**src/pkg/fsp_pkg.sv**
```systemverilog
// package for the flash status poll and protect host controller
package fsp_pkg;
   // ---------------------------------------------------------------
   // register map of the controller
   // ---------------------------------------------------------------
   localparam logic [3:0] REG_CTRL = 4'h0;
   localparam logic [3:0] REG_ADDR = 4'h1;
   localparam logic [3:0] REG_DATA = 4'h2;
   localparam logic [3:0] REG_STATUS = 4'h3;
   localparam logic [3:0] REG_IRQ_STATUS = 4'h4;
   localparam logic [3:0] REG_IRQ_MASK = 4'h5;
   localparam logic [3:0] REG_RDATA = 4'h6;
   // ctrl command codes, written into bits 2:0
   localparam logic [2:0] CMD_WRITE = 3'h1;
   localparam logic [2:0] CMD_READ = 3'h2;
   localparam logic [2:0] CMD_POLL = 3'h3;
   localparam logic [2:0] CMD_TOGGLE = 3'h4;
   localparam logic [2:0] CMD_PROTECT = 3'h5;
   localparam logic [2:0] CMD_UNPROTECT = 3'h6;
   localparam logic [2:0] CMD_TEMP = 3'h7;
   localparam int CTRL_TEMP_EXIT_BIT = 3;
   // irq bits
   localparam int IRQ_DONE_BIT = 0;
   localparam int IRQ_FAIL_BIT = 1;
   localparam logic [1:0] IRQ_RESET = 2'h0;
   // data status bit positions
   localparam int POLL_BIT = 7;
   localparam int TOGGLE_BIT = 6;
   localparam int TIMEOUT_BIT = 5;
   // address bits for protect selection
   localparam int ADDR_SIX = 6;
   localparam int ADDR_ONE = 1;
   localparam int ADDR_ZERO = 0;
   // ---------------------------------------------------------------
   // timing
   // ---------------------------------------------------------------
   localparam int CLK_MHZ = 25;
   localparam int VOLT_SETUP_US = 4;
   localparam int VOLT_SETUP_CYC = VOLT_SETUP_US * CLK_MHZ;
   localparam int PROT_PULSE_NS = 100;
   localparam int PROT_PULSE_CYC = (PROT_PULSE_NS * CLK_MHZ + 999) / 1000;
   localparam int STROBE_CYC = 3;
   localparam int PROG_TYP_US = 11;
   localparam int PROG_TYP_CYC = PROG_TYP_US * CLK_MHZ;
   // erase 1.6 s, in ms to stay integer
   localparam int ERASE_TYP_MS = 1600;
   localparam int ERASE_TYP_CYC = ERASE_TYP_MS * CLK_MHZ * 1000;
   localparam logic [7:0] CMD_PROTECT_DATA = 8'h60;

   typedef enum logic [3:0] {
      ST_IDLE = 4'h0,
      ST_WR = 4'h1,
      ST_RD = 4'h2,
      ST_RD_GAP = 4'h3,
      ST_VSETUP = 4'h4,
      ST_PPULSE = 4'h5,
      ST_TEMP = 4'h6,
      ST_TEMP_HOLD = 4'h7,
      ST_DONE = 4'h8
   } fsp_state_e;

   typedef struct packed {
      logic ceN;
      logic oeN;
      logic weN;
      logic rstN;
      logic highVolt;
      logic [21:0] addr;
      logic [15:0] dOut;
      logic dOe;
   } fsp_pins_s;
endpackage : fsp_pkg

```
**src/verilog/fsp_host.sv**
```systemverilog
// host controller: strobes, status polling and protect sequences
// ---------------------------------------------------------------
// ---------------------------------------------------------------
`timescale 1ns/10ps
module fsp_host #(
   parameter int VSETUP_CYC = fsp_pkg::VOLT_SETUP_CYC
) (
   // clock and reset
   input wire logic core_clk,
   input wire logic sys_rst,
   // register port
   input wire logic [3:0] regAddr,
   input wire logic [31:0] regWdata,
   input wire logic regWr,
   input wire logic regRd,
   output logic [31:0] regRdata,
   output logic irq,
   // flash pins
   output fsp_pkg::fsp_pins_s flashPins,
   input wire logic [15:0] flashDin,
   input wire logic readyBusy
);
   typedef struct packed {
      fsp_pkg::fsp_state_e st;
      fsp_pkg::fsp_pins_s pins;
      logic [2:0] cmd;
      logic [21:0] addr;
      logic [15:0] wdata;
      logic [15:0] rdata;
      logic [15:0] prevRd;
      logic [1:0] rdCount;
      logic timeoutSeen;
      logic busy;
      logic fail;
      logic tempExit;
      logic [1:0] irqStat;
      logic [1:0] irqMask;
      logic [31:0] rdOut;
      logic irqOut;
      logic [15:0] cnt;
   } fsp_state_s;

   fsp_state_s r;
   fsp_state_s next_r;

   always_comb begin
      logic [1:0] ev;
      logic tog;
      ev = 2'h0;
      tog = 1'b0;
      next_r = r;
      // ---------------------------------------------------------------
      // sequencer
      // ---------------------------------------------------------------
      case (r.st)
         fsp_pkg::ST_IDLE: begin
            next_r.pins.ceN = 1'b1;
            next_r.pins.oeN = 1'b1;
            next_r.pins.weN = 1'b1;
            next_r.pins.dOe = 1'b0;
            if (r.busy) begin
               next_r.pins.addr = r.addr;
               next_r.cnt = 16'h0;
               case (r.cmd)
                  fsp_pkg::CMD_WRITE: begin
                     next_r.pins.ceN = 1'b0;
                     next_r.pins.weN = 1'b0;
                     next_r.pins.dOut = r.wdata;
                     next_r.pins.dOe = 1'b1;
                     next_r.st = fsp_pkg::ST_WR;
                  end
                  fsp_pkg::CMD_READ, fsp_pkg::CMD_POLL, fsp_pkg::CMD_TOGGLE: begin
                     next_r.pins.ceN = 1'b0;
                     next_r.pins.oeN = 1'b0;
                     next_r.st = fsp_pkg::ST_RD;
                  end
                  fsp_pkg::CMD_PROTECT, fsp_pkg::CMD_UNPROTECT: begin
                     next_r.pins.addr[fsp_pkg::ADDR_SIX] =
                        (r.cmd == fsp_pkg::CMD_UNPROTECT);
                     next_r.pins.addr[fsp_pkg::ADDR_ONE] = 1'b1;
                     next_r.pins.addr[fsp_pkg::ADDR_ZERO] = 1'b0;
                     next_r.pins.highVolt = 1'b1;
                     next_r.pins.ceN = 1'b0;
                     next_r.pins.oeN = 1'b1;
                     next_r.pins.dOut = {8'h0, fsp_pkg::CMD_PROTECT_DATA};
                     next_r.st = fsp_pkg::ST_VSETUP;
                  end
                  default: begin
                     next_r.pins.highVolt = 1'b1;
                     next_r.st = fsp_pkg::ST_TEMP;
                  end
               endcase
            end
         end
         fsp_pkg::ST_WR: begin
            next_r.cnt = r.cnt + 16'h1;
            if (r.cnt == 16'(fsp_pkg::STROBE_CYC - 1)) begin
               next_r.pins.weN = 1'b1;
               next_r.st = fsp_pkg::ST_DONE;
            end
         end
         fsp_pkg::ST_RD: begin
            next_r.cnt = r.cnt + 16'h1;
            if (r.cnt == 16'(fsp_pkg::STROBE_CYC - 1)) begin
               next_r.pins.oeN = 1'b1;
               next_r.pins.ceN = 1'b1;
               next_r.rdata = flashDin;
               next_r.prevRd = r.rdata;
               next_r.rdCount = r.rdCount + 2'h1;
               next_r.st = fsp_pkg::ST_RD_GAP;
            end
         end
         fsp_pkg::ST_RD_GAP: begin
            next_r.cnt = 16'h0;
            tog = r.rdata[fsp_pkg::TOGGLE_BIT] ^ r.prevRd[fsp_pkg::TOGGLE_BIT];
            next_r.st = fsp_pkg::ST_DONE;
            if (r.cmd == fsp_pkg::CMD_POLL) begin
               if (r.rdata[fsp_pkg::POLL_BIT] == r.wdata[fsp_pkg::POLL_BIT]) begin
                  next_r.fail = 1'b0;
               end else if (r.timeoutSeen) begin
                  next_r.fail = 1'b1;
               end else begin
                  // poll bit not matched yet: note the timeout flag and read the poll bit again
                  next_r.timeoutSeen = r.rdata[fsp_pkg::TIMEOUT_BIT];
                  next_r.st = fsp_pkg::ST_IDLE;
               end
            end else if (r.cmd == fsp_pkg::CMD_TOGGLE) begin
               if (r.rdCount < 2'h2) begin
                  next_r.st = fsp_pkg::ST_IDLE;
               end else if (!tog) begin
                  next_r.fail = 1'b0;
               end else if (r.timeoutSeen) begin
                  next_r.fail = 1'b1;
               end else if (r.rdata[fsp_pkg::TIMEOUT_BIT]) begin
                  // toggling may stop as the flag rises
                  next_r.timeoutSeen = 1'b1;
                  next_r.rdCount = 2'h1;
                  next_r.st = fsp_pkg::ST_IDLE;
               end else begin
                  next_r.rdCount = 2'h1;
                  next_r.st = fsp_pkg::ST_IDLE;
               end
            end
         end
         fsp_pkg::ST_VSETUP: begin
            next_r.cnt = r.cnt + 16'h1;
            if (r.cnt == 16'(VSETUP_CYC - 1)) begin
               next_r.pins.weN = 1'b0;
               next_r.cnt = 16'h0;
               next_r.st = fsp_pkg::ST_PPULSE;
            end
         end
         fsp_pkg::ST_PPULSE: begin
            next_r.cnt = r.cnt + 16'h1;
            if (r.cnt == 16'(fsp_pkg::PROT_PULSE_CYC - 1)) begin
               next_r.pins.weN = 1'b1;
               next_r.pins.ceN = 1'b1;
               next_r.pins.highVolt = 1'b0;
               next_r.st = fsp_pkg::ST_DONE;
            end
         end
         fsp_pkg::ST_TEMP: begin
            // exit allowed only after the setup span, with tempExit set and the flash ready
            if (r.cnt != 16'(VSETUP_CYC)) begin
               next_r.cnt = r.cnt + 16'h1;
            end else if (r.tempExit && readyBusy) begin
               next_r.cnt = 16'h0;
               next_r.st = fsp_pkg::ST_TEMP_HOLD;
            end
         end
         fsp_pkg::ST_TEMP_HOLD: begin
            next_r.cnt = r.cnt + 16'h1;
            if (!readyBusy) begin
               next_r.cnt = 16'h0;
            end else if (r.cnt == 16'(VSETUP_CYC - 1)) begin
               next_r.pins.highVolt = 1'b0;
               next_r.st = fsp_pkg::ST_DONE;
            end
         end
         fsp_pkg::ST_DONE: begin
            next_r.busy = 1'b0;
            ev[fsp_pkg::IRQ_DONE_BIT] = 1'b1;
            ev[fsp_pkg::IRQ_FAIL_BIT] = r.fail;
            next_r.st = fsp_pkg::ST_IDLE;
         end
         default: next_r.st = fsp_pkg::ST_IDLE;
      endcase
      // ---------------------------------------------------------------
      // register port
      // ---------------------------------------------------------------
      next_r.rdOut = 32'h0;
      if (regRd) begin
         case (regAddr)
            fsp_pkg::REG_CTRL: next_r.rdOut = {28'h0, r.tempExit, r.cmd};
            fsp_pkg::REG_ADDR: next_r.rdOut = {10'h0, r.addr};
            fsp_pkg::REG_DATA: next_r.rdOut = {16'h0, r.wdata};
            fsp_pkg::REG_STATUS: next_r.rdOut = {28'h0, readyBusy, r.timeoutSeen, r.fail, r.busy};
            fsp_pkg::REG_IRQ_STATUS: next_r.rdOut = {30'h0, r.irqStat};
            fsp_pkg::REG_IRQ_MASK: next_r.rdOut = {30'h0, r.irqMask};
            fsp_pkg::REG_RDATA: next_r.rdOut = {16'h0, r.rdata};
            default: next_r.rdOut = 32'h0;
         endcase
      end
      if (regWr) begin
         case (regAddr)
            fsp_pkg::REG_CTRL: begin
               next_r.tempExit = regWdata[fsp_pkg::CTRL_TEMP_EXIT_BIT];
               // a new command is ignored while one runs
               if (!r.busy && regWdata[2:0] != 3'h0) begin
                  next_r.cmd = regWdata[2:0];
                  next_r.busy = 1'b1;
                  next_r.fail = 1'b0;
                  next_r.timeoutSeen = 1'b0;
                  next_r.rdCount = 2'h0;
               end
            end
            fsp_pkg::REG_ADDR: next_r.addr = regWdata[21:0];
            fsp_pkg::REG_DATA: next_r.wdata = regWdata[15:0];
            fsp_pkg::REG_IRQ_MASK: next_r.irqMask = regWdata[1:0];
            default: ;
         endcase
      end
      // set wins over a write-one clear
      if (regWr && regAddr == fsp_pkg::REG_IRQ_STATUS) begin
         next_r.irqStat = (r.irqStat & ~regWdata[1:0]) | ev;
      end else begin
         next_r.irqStat = r.irqStat | ev;
      end
      // new mask takes effect with the same edge as the write, no extra lag
      next_r.irqOut = |(next_r.irqStat & next_r.irqMask);
   end

   always_ff @(posedge core_clk) begin
      if (sys_rst) begin
         r <= '0;
         r.st <= fsp_pkg::ST_IDLE;
         r.pins.ceN <= 1'b1;
         r.pins.oeN <= 1'b1;
         r.pins.weN <= 1'b1;
         r.pins.rstN <= 1'b1;
         r.irqStat <= fsp_pkg::IRQ_RESET;
      end else begin
         r <= next_r;
      end
   end

   assign flashPins = r.pins;
   assign regRdata = r.rdOut;
   assign irq = r.irqOut;
endmodule : fsp_host

```
**config.mk**
```make
export PLATFORM = sky130hd
export DESIGN_NAME = fsp_host
export DESIGN_NICKNAME = d
export VERILOG_FILES = /design/src/pkg/fsp_pkg.sv /design/src/verilog/fsp_host.sv
export SDC_FILE = /design/constraint.sdc
export NUM_CORES = 1
export LEC_CHECK = 0
export BUFFER_PORTS_ARGS = -buffer_cell sky130_fd_sc_hd__buf_2
export CORE_AREA = 2 2 122 124
export CTS_CLUSTER_DIAMETER = 200
export DETAILED_ROUTE_END_ITERATION = 12
export DIE_AREA = 0 0 124 126
export MAX_ROUTING_LAYER = met4
export PLACE_DENSITY = 0.72
export RECOVER_POWER = 100
export SKIP_CTS_REPAIR_TIMING = 1
export SLEW_MARGIN = 5
export SYNTH_ARGS = -nofsm -noshare
export SYNTH_HDL_FRONTEND = slang
export SYNTH_SLANG_ARGS = --single-unit
```
**constraint.sdc**
```tcl
create_clock -name core_clk -period 5.1 [get_ports core_clk]
set_input_delay 0.765 -clock core_clk [delete_from_list [all_inputs] [get_ports core_clk]]
set_output_delay 0.765 -clock core_clk [all_outputs]
set_load 0.005 [all_outputs]
```
---- Yosys cells after proc, flatten, opt, wreduce, memory -nomap -nowiden ----
Index checks and enable logic that the tools add are counted.
W data, S select, Z words.
word-level totals
  bits in registers ....................... 170
  input port bits ......................... 57
  output and inout port bits .............. 77
  logic and storage cells ................. 171
operators by class
  add/sub/neg operators ................... 2
  magnitude comparators ................... 1
  equal/unequal tests ..................... 36
  multiplexer cells ....................... 68
  bitwise operators ....................... 7
  reduce and logical (&&, ||, !) cells .... 34
operators with widths
  kind                     number
  $pmux W22 S7             1
  $pmux W16 S6             1
  $mux W16                 5
  $mux W4                  12
  $mux W40                 1
  $pmux W16 S2             1
  $pmux W4 S8              1
  $eq A4 B3 Y1 const B     7
  $mux W1                  23
  $ne A2 B2 Y1 const B     10
  $mux W6                  3
  $add A16 B1 Y16 const B  1
  $eq A16 B2 Y1 const B    1
  $eq A16 B7 Y1 const B    1
  $eq A4 B2 Y1 const B     4
  $ne A16 B7 Y1 const B    1
  $reduce_and A3 Y1        5
  $mux W2                  7
  $mux W3                  4
  $reduce_and A2 Y1        6
  $reduce_bool A3 Y1       4
  $mux W5                  2
  $eq A3 B3 Y1 const B     3
  $pmux W1 S3              3
  other kinds (29)         41

---- Depth between registers and ports, before layout ----
Gate-level depths: netlist (run 1).
  word-level depth ........................ 10
  mapped depth ............................ 9
  mapped depth without buffers ............ 7

---- Worst setup path after synthesis (run 1) ----
OpenSTA, ideal clock, no wires.
  kind .................................... input to register
  from .................................... input regAddr[1]
  to ...................................... register r[129] in the netlist's numbering
  library setup time ...................... 0.128 ns
  data arrival time ....................... 2.486 ns
  required time ........................... 4.972 ns
  setup slack ............................. 2.486 ns
  stages .................................. 6
  path buffers ............................ 1
  path through ............................ clkbuf_1 nor4_1 nand2_1 nor3_1 mux2i_1 nor2_1
between the ends
  longest elaborated chain between the ends .. 2
ends and longest elaborated chain
  item                         line             text
  from (decl)                  fsp_host.sv:12   input wire logic [3:0] regAddr,
  $logic_not A4 Y1             fsp_host.sv:205  case (regAddr)
  $reduce_and A3 Y1 (no line)  n/a
  to (signal assigned)         fsp_host.sv:243  r <= next_r;
  to (decl)                    fsp_host.sv:43   fsp_state_s r;
No other way between the ends.
A chain may end at the register's enable or synchronous reset.

==> summary by stage, run 1 <==
Timing
Setup repair after global routing left no endpoint under its margin. In the finished design, the share of the clock period the worst path needs comes to 64.6%. The maximum clock frequency is 0.303 GHz. The final number of hold-violating endpoints is 0. The final setup violation count is 0. The smallest clock period supported by the final layout is computed as roughly 3.3 ns.

The final sum of negative setup slack is 0 ns. The actual slew at the worst max-slew pin is 2.55 ns. The headroom to the max-slew limit is -69.9%. The max-slew violation total from the final report was 58. Across the routed clock network, the largest skew measured is roughly 0.0059 ns.

Cells and area
Fill cells in the final layout number around 1400. In the final layout, flip-flops and latches occupy 0.00308 mm². The net total in the final layout is between 900 and 1000. Leaving out fill and tap cells, the most frequent cells in the layout are 194 x sky130_fd_sc_hd__nand2_1, 154 x sky130_fd_sc_hd__dfxtp_1, 99 x sky130_fd_sc_hd__a21oi_1, 73 x sky130_fd_sc_hd__buf_2, 52 x sky130_fd_sc_hd__nor2_1.

The library cell used most frequently in the layout, excluding fill and tap cells, is sky130_fd_sc_hd__nand2_1. The share of layout cells above drive strength 1 is around 13%. Excluding fillers, the count of instances in the completed layout stands at between 1000 and 1500. Summing all multi-input logic gate instances after layout gives 0.00308 mm². The number of diodes is 0. The layout overhead on the synthesized area is 8.35%. Once layout is done, the placed cells without fillers occupy between 0.007 and 0.008 mm².

Power and ir drop
For this design the ratio of total power to cell area is 333 mW/mm². IR analysis of the VDD net gives a maximum drop of around 240 µV. The internal cell power is 1.93 mW. In this run switching power makes up between 20% and 30% of total power.

The leakage dissipation is roughly 2.7 nW. The fraction of power consumed by the clock network is around 48%. The analysis attributes to net switching a power of 0.598 mW. Of the total power, combinational logic draws ~3.6%. The sequential share of power is 48.0%.

Critical path
The highest net fanout along the worst path is a little under 60. By startpoint and endpoint, the worst setup path is classified as in2reg. STA puts the critical path data arrival time at about 3.6 ns. The data required time of the worst path is ~5.4 ns. The worst reg2reg path depth is 6. STA classifies the critical path startpoint as an input pin. The kind of end point of the critical path is a register.

Clock tree
The TritonCTS buffer count is 17. The maximum root-to-sink buffer count is 2. TritonCTS built the clock tree. The clock net in this run drives a total of 154 sinks. The post-CTS clock slew at the launch and capture registers of the worst setup and hold paths is around 0.060 ns. CTS placed an instance of sky130_fd_sc_hd__clkbuf_16 at the clock tree root.

The maximum level of the CTS H-tree is 4. Clock latency on the worst-skew pair, taken at its later pin, is about 0.42 ns.

Floorplan
The row count is 44. The chip height is about 130 µm. The floorplan step defined a die boundary enclosing roughly 0.016 mm². After floorplanning, the core was sized to cover approximately 0.014 mm².

134 I/O pins were placed. For this configuration, the core starts out at a cell density of 49.0%. The overall die width is ~120 µm.

Drt
The remaining design rule violation count is 0. After detailed routing, the total wire length is 17.2 mm. In the routed layout, each cell is associated on average with a via count of roughly 5.4. The via count is around 5900. The wire length per cell is roughly 16 µm. The antenna violation net count after detailed routing is 0. The iteration-0 DRC count of the detailed router is just over 400. The first TritonRoute pass finished after 8 iterations.

Placement
The count of buffers added on input and output ports is 112. The number of placed instances, taps included is between 1000 and 1500. At the end of routability-driven placement, the weighted congestion stood at about 0.87. The area after detailed placement is ~0.007 mm². The wire-length estimate of the detail-placed layout is between 10 and 15 mm.

Global route
The via count of the first global-routing pass came to between 5000 and 6000. The overall global routing resource usage is 23.2%. The first-pass GRT wire length is between 20 and 30 mm. After global routing the overflow that remains totals 0.

The initial antenna violation count is 0. The pin count of the biggest net entering global routing is 60.

Synth
The commonest register cell after synthesis is sky130_fd_sc_hd__dfxtp_1. The async set or reset register ratio after synthesis is 0%. The number of distinct library cell variants in the gate-level netlist after synthesis is 64. After synthesis, flip-flops and latches occupy a little over two fifths of the total area. The synthesized design contains around 150 register bits. The top cell type by area accounts for a little over two fifths of the synthesized area. The largest area contributor in the synthesized netlist is sky130_fd_sc_hd__dfxtp_1. By area the synthesized netlist is led by sky130_fd_sc_hd__dfxtp_1 44%, sky130_fd_sc_hd__nand2_1 10%, sky130_fd_sc_hd__buf_4 8.1%, sky130_fd_sc_hd__a21oi_1 7.1%, sky130_fd_sc_hd__a22oi_1 3.4%. During synthesis, Yosys emitted a total of 0 warnings. The synthesized design contains 0 enable-type register cells. The synthesized netlist occupies a cell area of roughly 0.0070 mm². The per-instance average area after synthesis is between 8 and 9 µm².

In the synthesized netlist, the number of instances is slightly below 900.

Outcome
The final reports fail on max-capacitance violations, max-slew violations. The run finished, with violations left.

Job
The tool flagged a number of max-cap violations equal to 1.

Hold path
The min-delay analysis places its worst path in the category reg2reg. Along the worst hold path, the cell count comes to 2.
worst paths after layout:
check,from,end,slack [ns]
setup / recovery,sys_rst,r[9]$_SDFFE_PP0P_,1.80
hold / removal,r[90]$_SDFFE_PP0P_,r[90]$_SDFFE_PP0P_,0.45
setup reg to reg,r[12]$_SDFFE_PP0P_,r[13]$_SDFFE_PP0P_,1.98
hold reg to reg,r[90]$_SDFFE_PP0P_,r[90]$_SDFFE_PP0P_,0.45
cells in the mapped netlist, types with 7 or more instances:
cell type and count:
sky130_fd_sc_hd__nand2_1 194, sky130_fd_sc_hd__dfxtp_1 154, sky130_fd_sc_hd__a21oi_1 99, sky130_fd_sc_hd__buf_4 76, sky130_fd_sc_hd__nor2_1 52, sky130_fd_sc_hd__clkbuf_1 50, sky130_fd_sc_hd__a22oi_1 32, sky130_fd_sc_hd__inv_1 17
sky130_fd_sc_hd__nor3_1 17, sky130_fd_sc_hd__nand3_1 12, sky130_fd_sc_hd__o21ai_0 12, sky130_fd_sc_hd__and3_1 10, sky130_fd_sc_hd__mux2i_1 10, sky130_fd_sc_hd__and2_1 8, sky130_fd_sc_hd__nor4_1 8, sky130_fd_sc_hd__o211ai_1 8
sky130_fd_sc_hd__a31oi_1 7
logic make-up after synthesis:
| logic type | synth area share [%] |
|---|---|
| AOI/OAI and AO/OA | 18.8 |
| xor gates and xnor gates | 1.12 |
| adders and majority gates | 0.535 |
| buffers and inverters | 12.2 |
| DFF | 44.0 |
| muxes | 1.59 |
| other | 0.107 |
| and+or+nand+nor | 21.7 |
worst max-delay path: stages:
cell and delay [ns]:
sky130_fd_sc_hd__buf_4 0.48, sky130_fd_sc_hd__clkbuf_1 1.87, sky130_fd_sc_hd__nor2_1 0.07, sky130_fd_sc_hd__o2111ai_1 0.18
sky130_fd_sc_hd__o311ai_0 0.15
layout make-up:
type / instances / area share, %
timing repair buffer: 121 / 7.43
sequential: 154 / 40.6
multi-input combinational: 581 / 40.6
inverter: 17 / 0.840
clock inverter: 13 / 1.75
tap: 184 / 3.03
clock buffer: 19 / 5.83
routing by layer:
metal / track usage (%) / vias to the layer above / part of all wire, % / wire length [µm]
li1: - / 2969 / - / -
met4: 7.40 / 0 / 1.3 / 221
met1: 32.8 / 2698 / 49 / 8520
met3: 5.39 / 16 / 6.2 / 1070
met2: 32.6 / 189 / 43 / 7420
met5: - / - / 0 / 0
metrics by stage:
step / hold slack, ns / util, % / power [mW] / worst slack (ns)
after floorplan: 0.432 / - / 1.30 / 2.49
after global placement: 0.439 / 49.7 / 1.34 / 2.10
after detailed placement: 0.443 / 49.7 / 1.34 / 2.02
after CTS: 0.453 / 53.8 / 2.55 / 2.29
after global routing: 0.480 / 53.1 / 2.62 / 1.41
final: 0.453 / 53.1 / 2.53 / 1.80
state kept, by name, indices dropped and copies added, names as in the netlist:
| register | flops |
|---|---|
| regRdata | 22 |
| r | 88 |
| flashPins | 43 |
| irq | 1 |
power groups by stage:
stage	Combinational (mW)	Sequential (mW)	Clock [mW]
after global routing	0.102	1.22	1.30
after floorplan	0.0620	1.24	0
final	0.0920	1.22	1.22
after detailed placement	0.0930	1.24	0
after CTS	0.0934	1.22	1.24
after global placement	0.0930	1.24	0
Power figures use the tool's default switching activity.
==> inputs of run 2 (changes only) <==
--- a/config.mk
+++ b/config.mk
@@ -11,7 +11,7 @@
 export DETAILED_ROUTE_END_ITERATION = 12
 export DIE_AREA = 0 0 124 126
 export MAX_ROUTING_LAYER = met4
-export PLACE_DENSITY = 0.72
+export PLACE_DENSITY = 0.75
 export RECOVER_POWER = 100
 export SKIP_CTS_REPAIR_TIMING = 1
 export SLEW_MARGIN = 5
==> constraint.sdc (replaced) <==
create_clock -name core_clk -period 2.85 [get_ports core_clk]
set_input_delay 0.4275 -clock core_clk [delete_from_list [all_inputs] [get_ports core_clk]]
set_output_delay 0.4275 -clock core_clk [all_outputs]
set_load 0.005 [all_outputs]
==> run 2 against run 1 <==
  * The run now ends clean
  * Flip-flop and latch count did not move
  * Sequential power rose by 79%
  * Design area rose by 1.9%
  * Power rose by 85%
  * Via count rose by 2.9%
  * Routed wire length rose by 0.81%
  * Global-route usage fell by 0.062 points
  * First-iteration DRC count rose by 19%
  * Critical endpoint is now r[179]$_SDFFE_PP0P_
==> summary by stage, run 2 (same netlist as run 1, synthesis figures left out) <==
Critical path
The data required time of the worst path is 3.17 ns (-2.21 ns). The category of the critical setup timing path is reg2reg. The highest net fanout along the worst path is 7 (-88%). STA classifies the critical path endpoint as a register. Traced cell by cell, the critical path runs through or4_1 -> or4_1 -> o2bb2ai_1 -> or3b_1 -> a2111oi_4. Among all stages on the critical path, the largest delay is contributed by sky130_fd_sc_hd__or4_1.

The data arrival time at the worst-slack endpoint is 2.94 ns (-0.63 ns). The highest cell delay on the worst timing path was 0.59 ns (-1.28 ns). The sort of element at the start of the critical path is a register. The cell with the most instances on the worst path is sky130_fd_sc_hd__or4_1.

Cells and area
The number of standard cells in the layout, taps in and fillers out is 1103 (+1.3%). The library cell used most frequently in the layout, excluding fill and tap cells, is sky130_fd_sc_hd__nand2_1. The final instance area is 0.00775 mm² (+1.9%). The number of flip-flops under the largest register name is 88 (unchanged). The share of layout cells above drive strength 1 is 14.3% (+1.5 points).

The number of diodes is 0 (unchanged). r holds more flip-flops than any other register. In the layout the commonest cells are 194 x sky130_fd_sc_hd__nand2_1, 154 x sky130_fd_sc_hd__dfxtp_1, 99 x sky130_fd_sc_hd__a21oi_1, 74 x sky130_fd_sc_hd__buf_2, 52 x sky130_fd_sc_hd__nor2_1.

From synthesis to final layout, the design area changed by 10.5%. The net total in the final layout was 966 (+1.5%).

Power and ir drop
The maximum vdd drop is 448 µV (+86%). The final total power is 4.68 mW (+85%). The leakage dissipation is 2.75 nW (+2.9%). The power density of the placed cells is 605 mW/mm² (+81%).

Placement
The number of input and output port buffers inserted is 112 (unchanged). The estimated wirelength of the detail-placed design came to 12.0 mm (+3.0%). The global placer's final weighted congestion came to 0.866 (about the same). The worst slack after detailed placement is 0.272 ns (-1.74 ns).

The area after detailed placement was 0.00722 mm² (+1.5%). The number of placed instances, taps included is 1071 (+1.3%).

Global route
The pin count of the biggest net entering global routing is 50 (-17%). The via count of the first global-routing pass is 5525 (+2.0%). The initial antenna violation count was 0 (unchanged). The first-pass GRT wire length is 27.6 mm (+0.33%). The overall global routing resource usage is 23.1% (-0.062 points). The residual overflow from global routing is 0 (unchanged).

Floorplan
The total core area is 0.0143 mm² (unchanged). The chip height is 126 µm (unchanged). The starting density of the core is 49.0% (unchanged).

The row count is 44 (unchanged). The overall die width is 124 µm (unchanged). The area of the die is 0.0156 mm² (unchanged). The total I/O pin count is 134 (unchanged).

Job
The number of maximum-capacitance constraint violations is 0 (-1).

Timing
The final clock skew is 0.00891 ns (+0.00306 ns). Setup repair after global routing left no endpoint under its margin. The final number of hold-violating endpoints is 0 (unchanged). The actual slew at the worst max-slew pin is 1.37 ns (-1.18 ns). The final setup violation count was 0 (unchanged). The max-slew violation total from the final report is 0 (-100%). The slack of the critical path is 0.229 ns (-1.57 ns).

For this run, the top clock speed supported by timing is roughly 0.38 GHz. The routed design could run at a clock period as short as approximately 2.6 ns. The headroom to the max-slew limit came to 8.50% (+78 points). Dividing the final minimum period by the clock period gives between 90% and 100%. The final sum of negative setup slack is 0 ns (unchanged).

Clock tree
The root buffer cell is sky130_fd_sc_hd__clkbuf_16. TritonCTS built the clock tree. The post-CTS clock slew at the launch and capture registers of the worst setup and hold paths is 0.06 ns (about the same).

The clock net sink count came to 154 (unchanged). The clock latency of the later-clocked register in the worst-skew pair is 0.43 ns (about the same). The maximum root-to-sink buffer count is 2 (unchanged).

The maximum level of the CTS H-tree is 4 (unchanged). The TritonCTS buffer count is 17 (unchanged).

Hold path
The type of the worst min-delay path is in2reg.

Drt
The detail-routed via count per cell is 5.48 (+1.6%). The number of iterations in the first detailed-routing pass is 6 (-2). The via count was 6044 (+2.9%). The remaining design rule violation count is 0 (unchanged). The wire length per cell is 15.7 µm (-0.47%). The iteration-0 DRC count of the detailed router is 489 (+19%). The wire length after detailed routing is 17.4 mm (+0.81%).

The antenna violation net count after detailed routing is 0 (unchanged).

Outcome
The flow ran to the end, and the final reports show no timing, DRC or antenna violations.
## run 2: cell count changes in the layout (fill, tap and decap cells not counted), moves of 2 or more
cell | previous run | this run
sky130_fd_sc_hd__and2_0 | 5 | 7
sky130_fd_sc_hd__buf_1 | 0 | 2
sky130_fd_sc_hd__clkbuf_1 | 44 | 41
sky130_fd_sc_hd__clkbuf_2 | 0 | 5
sky130_fd_sc_hd__and2_1 | 6 | 4
sky130_fd_sc_hd__buf_4 | 5 | 13
sky130_fd_sc_hd__clkinv_4 | 4 | 1
## run 2: routing by layer
layer  GRT usage, %  share of wire (%)
met1           32.2                 47
met5              -                  0
met3           5.25                7.0
met4           6.87                1.5
met2           33.4                 45
## run 2: report_power, final
part           leakage (nW)  total, mW  internal (mW)  switching, mW
Combinational          1.22      0.170         0.0538          0.116
Clock                 0.296       2.34           1.35          0.989
Sequential             1.24       2.18           2.16         0.0127
Total                  2.75       4.68           3.57           1.12
## run 2: area by class of cell
cell class              instances  area, µm²
inverters                      17       63.8
repair buffers                135        654
multi-input cells             581       3100
clock buffers                  18        439
clock inverters                14        175
fillers                      1415       6570
flip-flops and latches        154       3080
well taps                     184        230
## run 2: critical path: cells and delay by family, from the launching register on
family          cells  cell delay (ns)
compound gates      2             0.47
flops               1             0.36
simple gates        3             1.68
## run 2: through the flow
step                utilization [%]  hold WS [ns]
finish                         54.1         0.234
floorplan                         -         0.432
detailed placement             50.5         0.446
CTS                            54.8         0.222
global route                   54.1         0.228
global placement               50.5         0.439
## run 2: worst paths after layout
path / start / endpoint / slack [ns] / cells after the start
worst min register to register: r[83]$_SDFFE_PP0P_ / regRdata[8]$_SDFF_PP0_ / 0.45 / 2
worst max-delay path: r[12]$_SDFFE_PP0P_ / r[179]$_SDFFE_PP0P_ / 0.23 / 5
worst min-delay path: regWdata[16] / r[123]$_SDFFE_PP0P_ / 0.23 / 3
worst max register to register: r[12]$_SDFFE_PP0P_ / r[179]$_SDFFE_PP0P_ / 0.23 / 5
==> inputs of run 3 (changes only) <==
--- a/config.mk
+++ b/config.mk
@@ -5,8 +5,9 @@
 export SDC_FILE = /design/constraint.sdc
 export NUM_CORES = 1
 export LEC_CHECK = 0
-export BUFFER_PORTS_ARGS = -buffer_cell sky130_fd_sc_hd__buf_2
+export BUFFER_PORTS_ARGS = -buffer_cell sky130_fd_sc_hd__buf_4
 export CORE_AREA = 2 2 122 124
+export CTS_BUF_LIST = sky130_fd_sc_hd__clkbuf_4
 export CTS_CLUSTER_DIAMETER = 200
 export DETAILED_ROUTE_END_ITERATION = 12
 export DIE_AREA = 0 0 124 126
==> run 3 against run 2 <==
  * Global-route usage rose by 0.75 points
  * Flip-flop and latch count did not move
  * Fmax fell by 1.5%
  * Final cell count rose by 0.27%
  * Largest cell class unchanged
  * Worst setup slack got worse by 0.039 ns
==> summary by stage, run 3 (same netlist as run 1, synthesis figures left out) <==
Power and ir drop
The net switching component of the power is 0.995 mW (-11%). The leakage dissipation is 2.74 nW (-0.35%). The maximum vdd drop is 252 µV (-44%). The final total power is 3.87 mW (-17%). The net switching fraction of the power is 25.7% (+1.8 points). The combinational share of power was 4.9% (+1.3 points). The internal cell power is 2.88 mW (-19%).

The sequential share of power was 56.2% (+9.8 points). The fraction of power consumed by the clock network is 38.9% (-11 points). The power density of the placed cells came to 501 mW/mm² (-17%).

Timing
The shortest period the worst path allows was 2.66 ns (+0.0389 ns). The maximum clock frequency is 0.376 GHz (-1.5%). Setup repair after global routing left no endpoint under its margin. The share of the clock period used by the worst path came to 93.3% (+1.4 points). The final number of hold-violating endpoints is 0 (unchanged). The max-slew violation total from the final report was 0 (unchanged).

The actual slew at the worst max-slew pin was 0.955 ns (-0.418 ns). The worst hold slack came to 0.0748 ns (-0.159 ns). The final clock skew is 0.0179 ns (+0.00903 ns). The headroom to the max-slew limit is 36.3% (+28 points).

The final setup violation count is 0 (unchanged). The final sum of negative setup slack was 0 ns (unchanged).

Drt
The iteration-0 DRC count of the detailed router is 577 (+18%). The via count is 6017 (-0.45%). The wire length after detailed routing came to 17.7 mm (+1.7%).

The remaining design rule violation count is 0 (unchanged). The detail-routed via count per cell is 5.44 (-0.72%). The number of iterations in the first detailed-routing pass is 6 (unchanged).

The antenna violation net count after detailed routing is 0 (unchanged). The wire length per cell is 16.0 µm (+1.4%).

Global route
The first-pass GRT wire length is 28.3 mm (+2.6%). The overall global routing resource usage came to 23.9% (+0.75 points). The residual overflow from global routing is 0 (unchanged). The via count of the first global-routing pass is 5606 (+1.5%). The pin count of the biggest net entering global routing was 50 (unchanged). The initial antenna violation count is 1 (+1).

Cells and area
The share of layout cells above drive strength 1 came to 16.7% (+2.5 points). In the layout the commonest cells are 194 x sky130_fd_sc_hd__nand2_1, 154 x sky130_fd_sc_hd__dfxtp_1, 99 x sky130_fd_sc_hd__a21oi_1, 73 x sky130_fd_sc_hd__clkbuf_4, 57 x sky130_fd_sc_hd__buf_4. The number of standard cells in the layout, taps in and fillers out was 1106 (+0.27%). The library cell used most frequently in the layout, excluding fill and tap cells, is sky130_fd_sc_hd__nand2_1. The final instance area is 0.00774 mm² (about the same). The largest register by flop count is r. The filler cell count in the final layout is 1410 (-0.35%). The number of flip-flops under the largest register name is 88 (unchanged). The net total in the final layout is 968 (+0.21%). The layout overhead on the synthesized area is 10.4% (about the same).

Placement
The area after detailed placement is 0.00752 mm² (+4.1%). The number of placed instances, taps included was 1073 (+0.19%). The number of input and output port buffers inserted is 112 (unchanged).

The global placer's final weighted congestion is 0.885 (+2.3%). The estimated wirelength of the detail-placed design is 12.3 mm (+2.4%).

Floorplan
The overall die width is 124 µm (unchanged). The total I/O pin count was 134 (unchanged). The chip height is 126 µm (unchanged). The starting density of the core is 49.0% (unchanged). The total core area is 0.0143 mm² (unchanged). The area of the die came to 0.0156 mm² (unchanged). The row count is 44 (unchanged).

Clock tree
The clock latency of the later-clocked register in the worst-skew pair is 0.59 ns (+0.16 ns). The maximum root-to-sink buffer count is 2 (unchanged). The clock net sink count came to 154 (unchanged).

TritonCTS built the clock tree. The post-CTS clock slew at the launch and capture registers of the worst setup and hold paths is 0.14 ns (+0.08 ns). The TritonCTS buffer count was 17 (unchanged).

The tree is rooted in a sky130_fd_sc_hd__clkbuf_4. The maximum level of the CTS H-tree is 4 (unchanged).

Critical path
The highest net fanout along the worst path was 12 (+5). The data arrival time at the worst-slack endpoint is 3.15 ns (+0.21 ns). STA classifies the critical path endpoint as a register. The data required time of the worst path was 3.34 ns (+0.17 ns). STA classifies the critical path startpoint as a register. The category of the critical setup timing path is reg2reg.

Hold path
The type of the worst min-delay path is in2reg.

Job
The number of maximum-capacitance constraint violations is 0 (unchanged).

Outcome
The flow ran to the end, and the final reports show no timing, DRC or antenna violations.
run 3: area by class of cell:
| type | count | area [µm²] | share of cell area, % |
|---|---|---|---|
| multi-input cells | 581 | 3100 | 40.1 |
| flip-flops and latches | 154 | 3080 | 39.8 |
| repair buffers | 137 | 940 | 12.1 |
| well taps | 184 | 230 | 2.97 |
| clock inverters | 14 | 185 | 2.39 |
| clock buffers | 18 | 135 | 1.75 |
| inverters | 17 | 63.8 | 0.824 |
| diodes | 1 | 2.50 | 0.0323 |
run 3: path summary, 6_finish.rpt:
kind / from / to / slack (ns) / cells after the start
setup reg to reg: r[12]$_SDFFE_PP0P_ / r[6]$_SDFFE_PP0P_ / 0.19 / 7
setup / recovery: r[12]$_SDFFE_PP0P_ / r[6]$_SDFFE_PP0P_ / 0.19 / 7
hold reg to reg: r[85]$_SDFFE_PP0P_ / r[85]$_SDFFE_PP0P_ / 0.46 / 2
hold / removal: regWdata[20] / r[127]$_SDFFE_PP0P_ / 0.07 / 3
run 3: worst max-delay path: stages, from the launching register on:
cell                       delay [ns]
sky130_fd_sc_hd__dfxtp_1         0.38
sky130_fd_sc_hd__or4_1           0.59
sky130_fd_sc_hd__or4_1           0.59
sky130_fd_sc_hd__clkbuf_1        0.18
sky130_fd_sc_hd__o21ai_0         0.24
sky130_fd_sc_hd__clkbuf_2        0.31
sky130_fd_sc_hd__nor4_1          0.09
sky130_fd_sc_hd__o21ba_2         0.19
run 3: stage by stage:
step                      util (%)  worst slack, ns
after CTS                     54.8            0.272
after global routing          54.1            0.105
after floorplan                  -            0.334
after global placement        52.5            0.286
after detailed placement      52.5            0.291
final                         54.1            0.190
run 3: power groups by stage:
stage	logic, mW	clock network, mW	registers [mW]
2_1_floorplan	0.111	0	2.22
3_3_place_gp	0.191	0	2.22
3_5_place_dp	0.190	0	2.22
4_1_cts	0.192	1.54	2.18
5_1_grt	0.207	1.62	2.18
6_report	0.189	1.51	2.18
run 3: per-layer routing:
layer | global-route usage [%] | vias up | wire length, µm
met5 | - | - | 0
met2 | 35.0 | 196 | 7840
met4 | 8.20 | 0 | 349
met3 | 4.71 | 29 | 1050
met1 | 32.8 | 2799 | 8420
li1 | - | 2993 | -
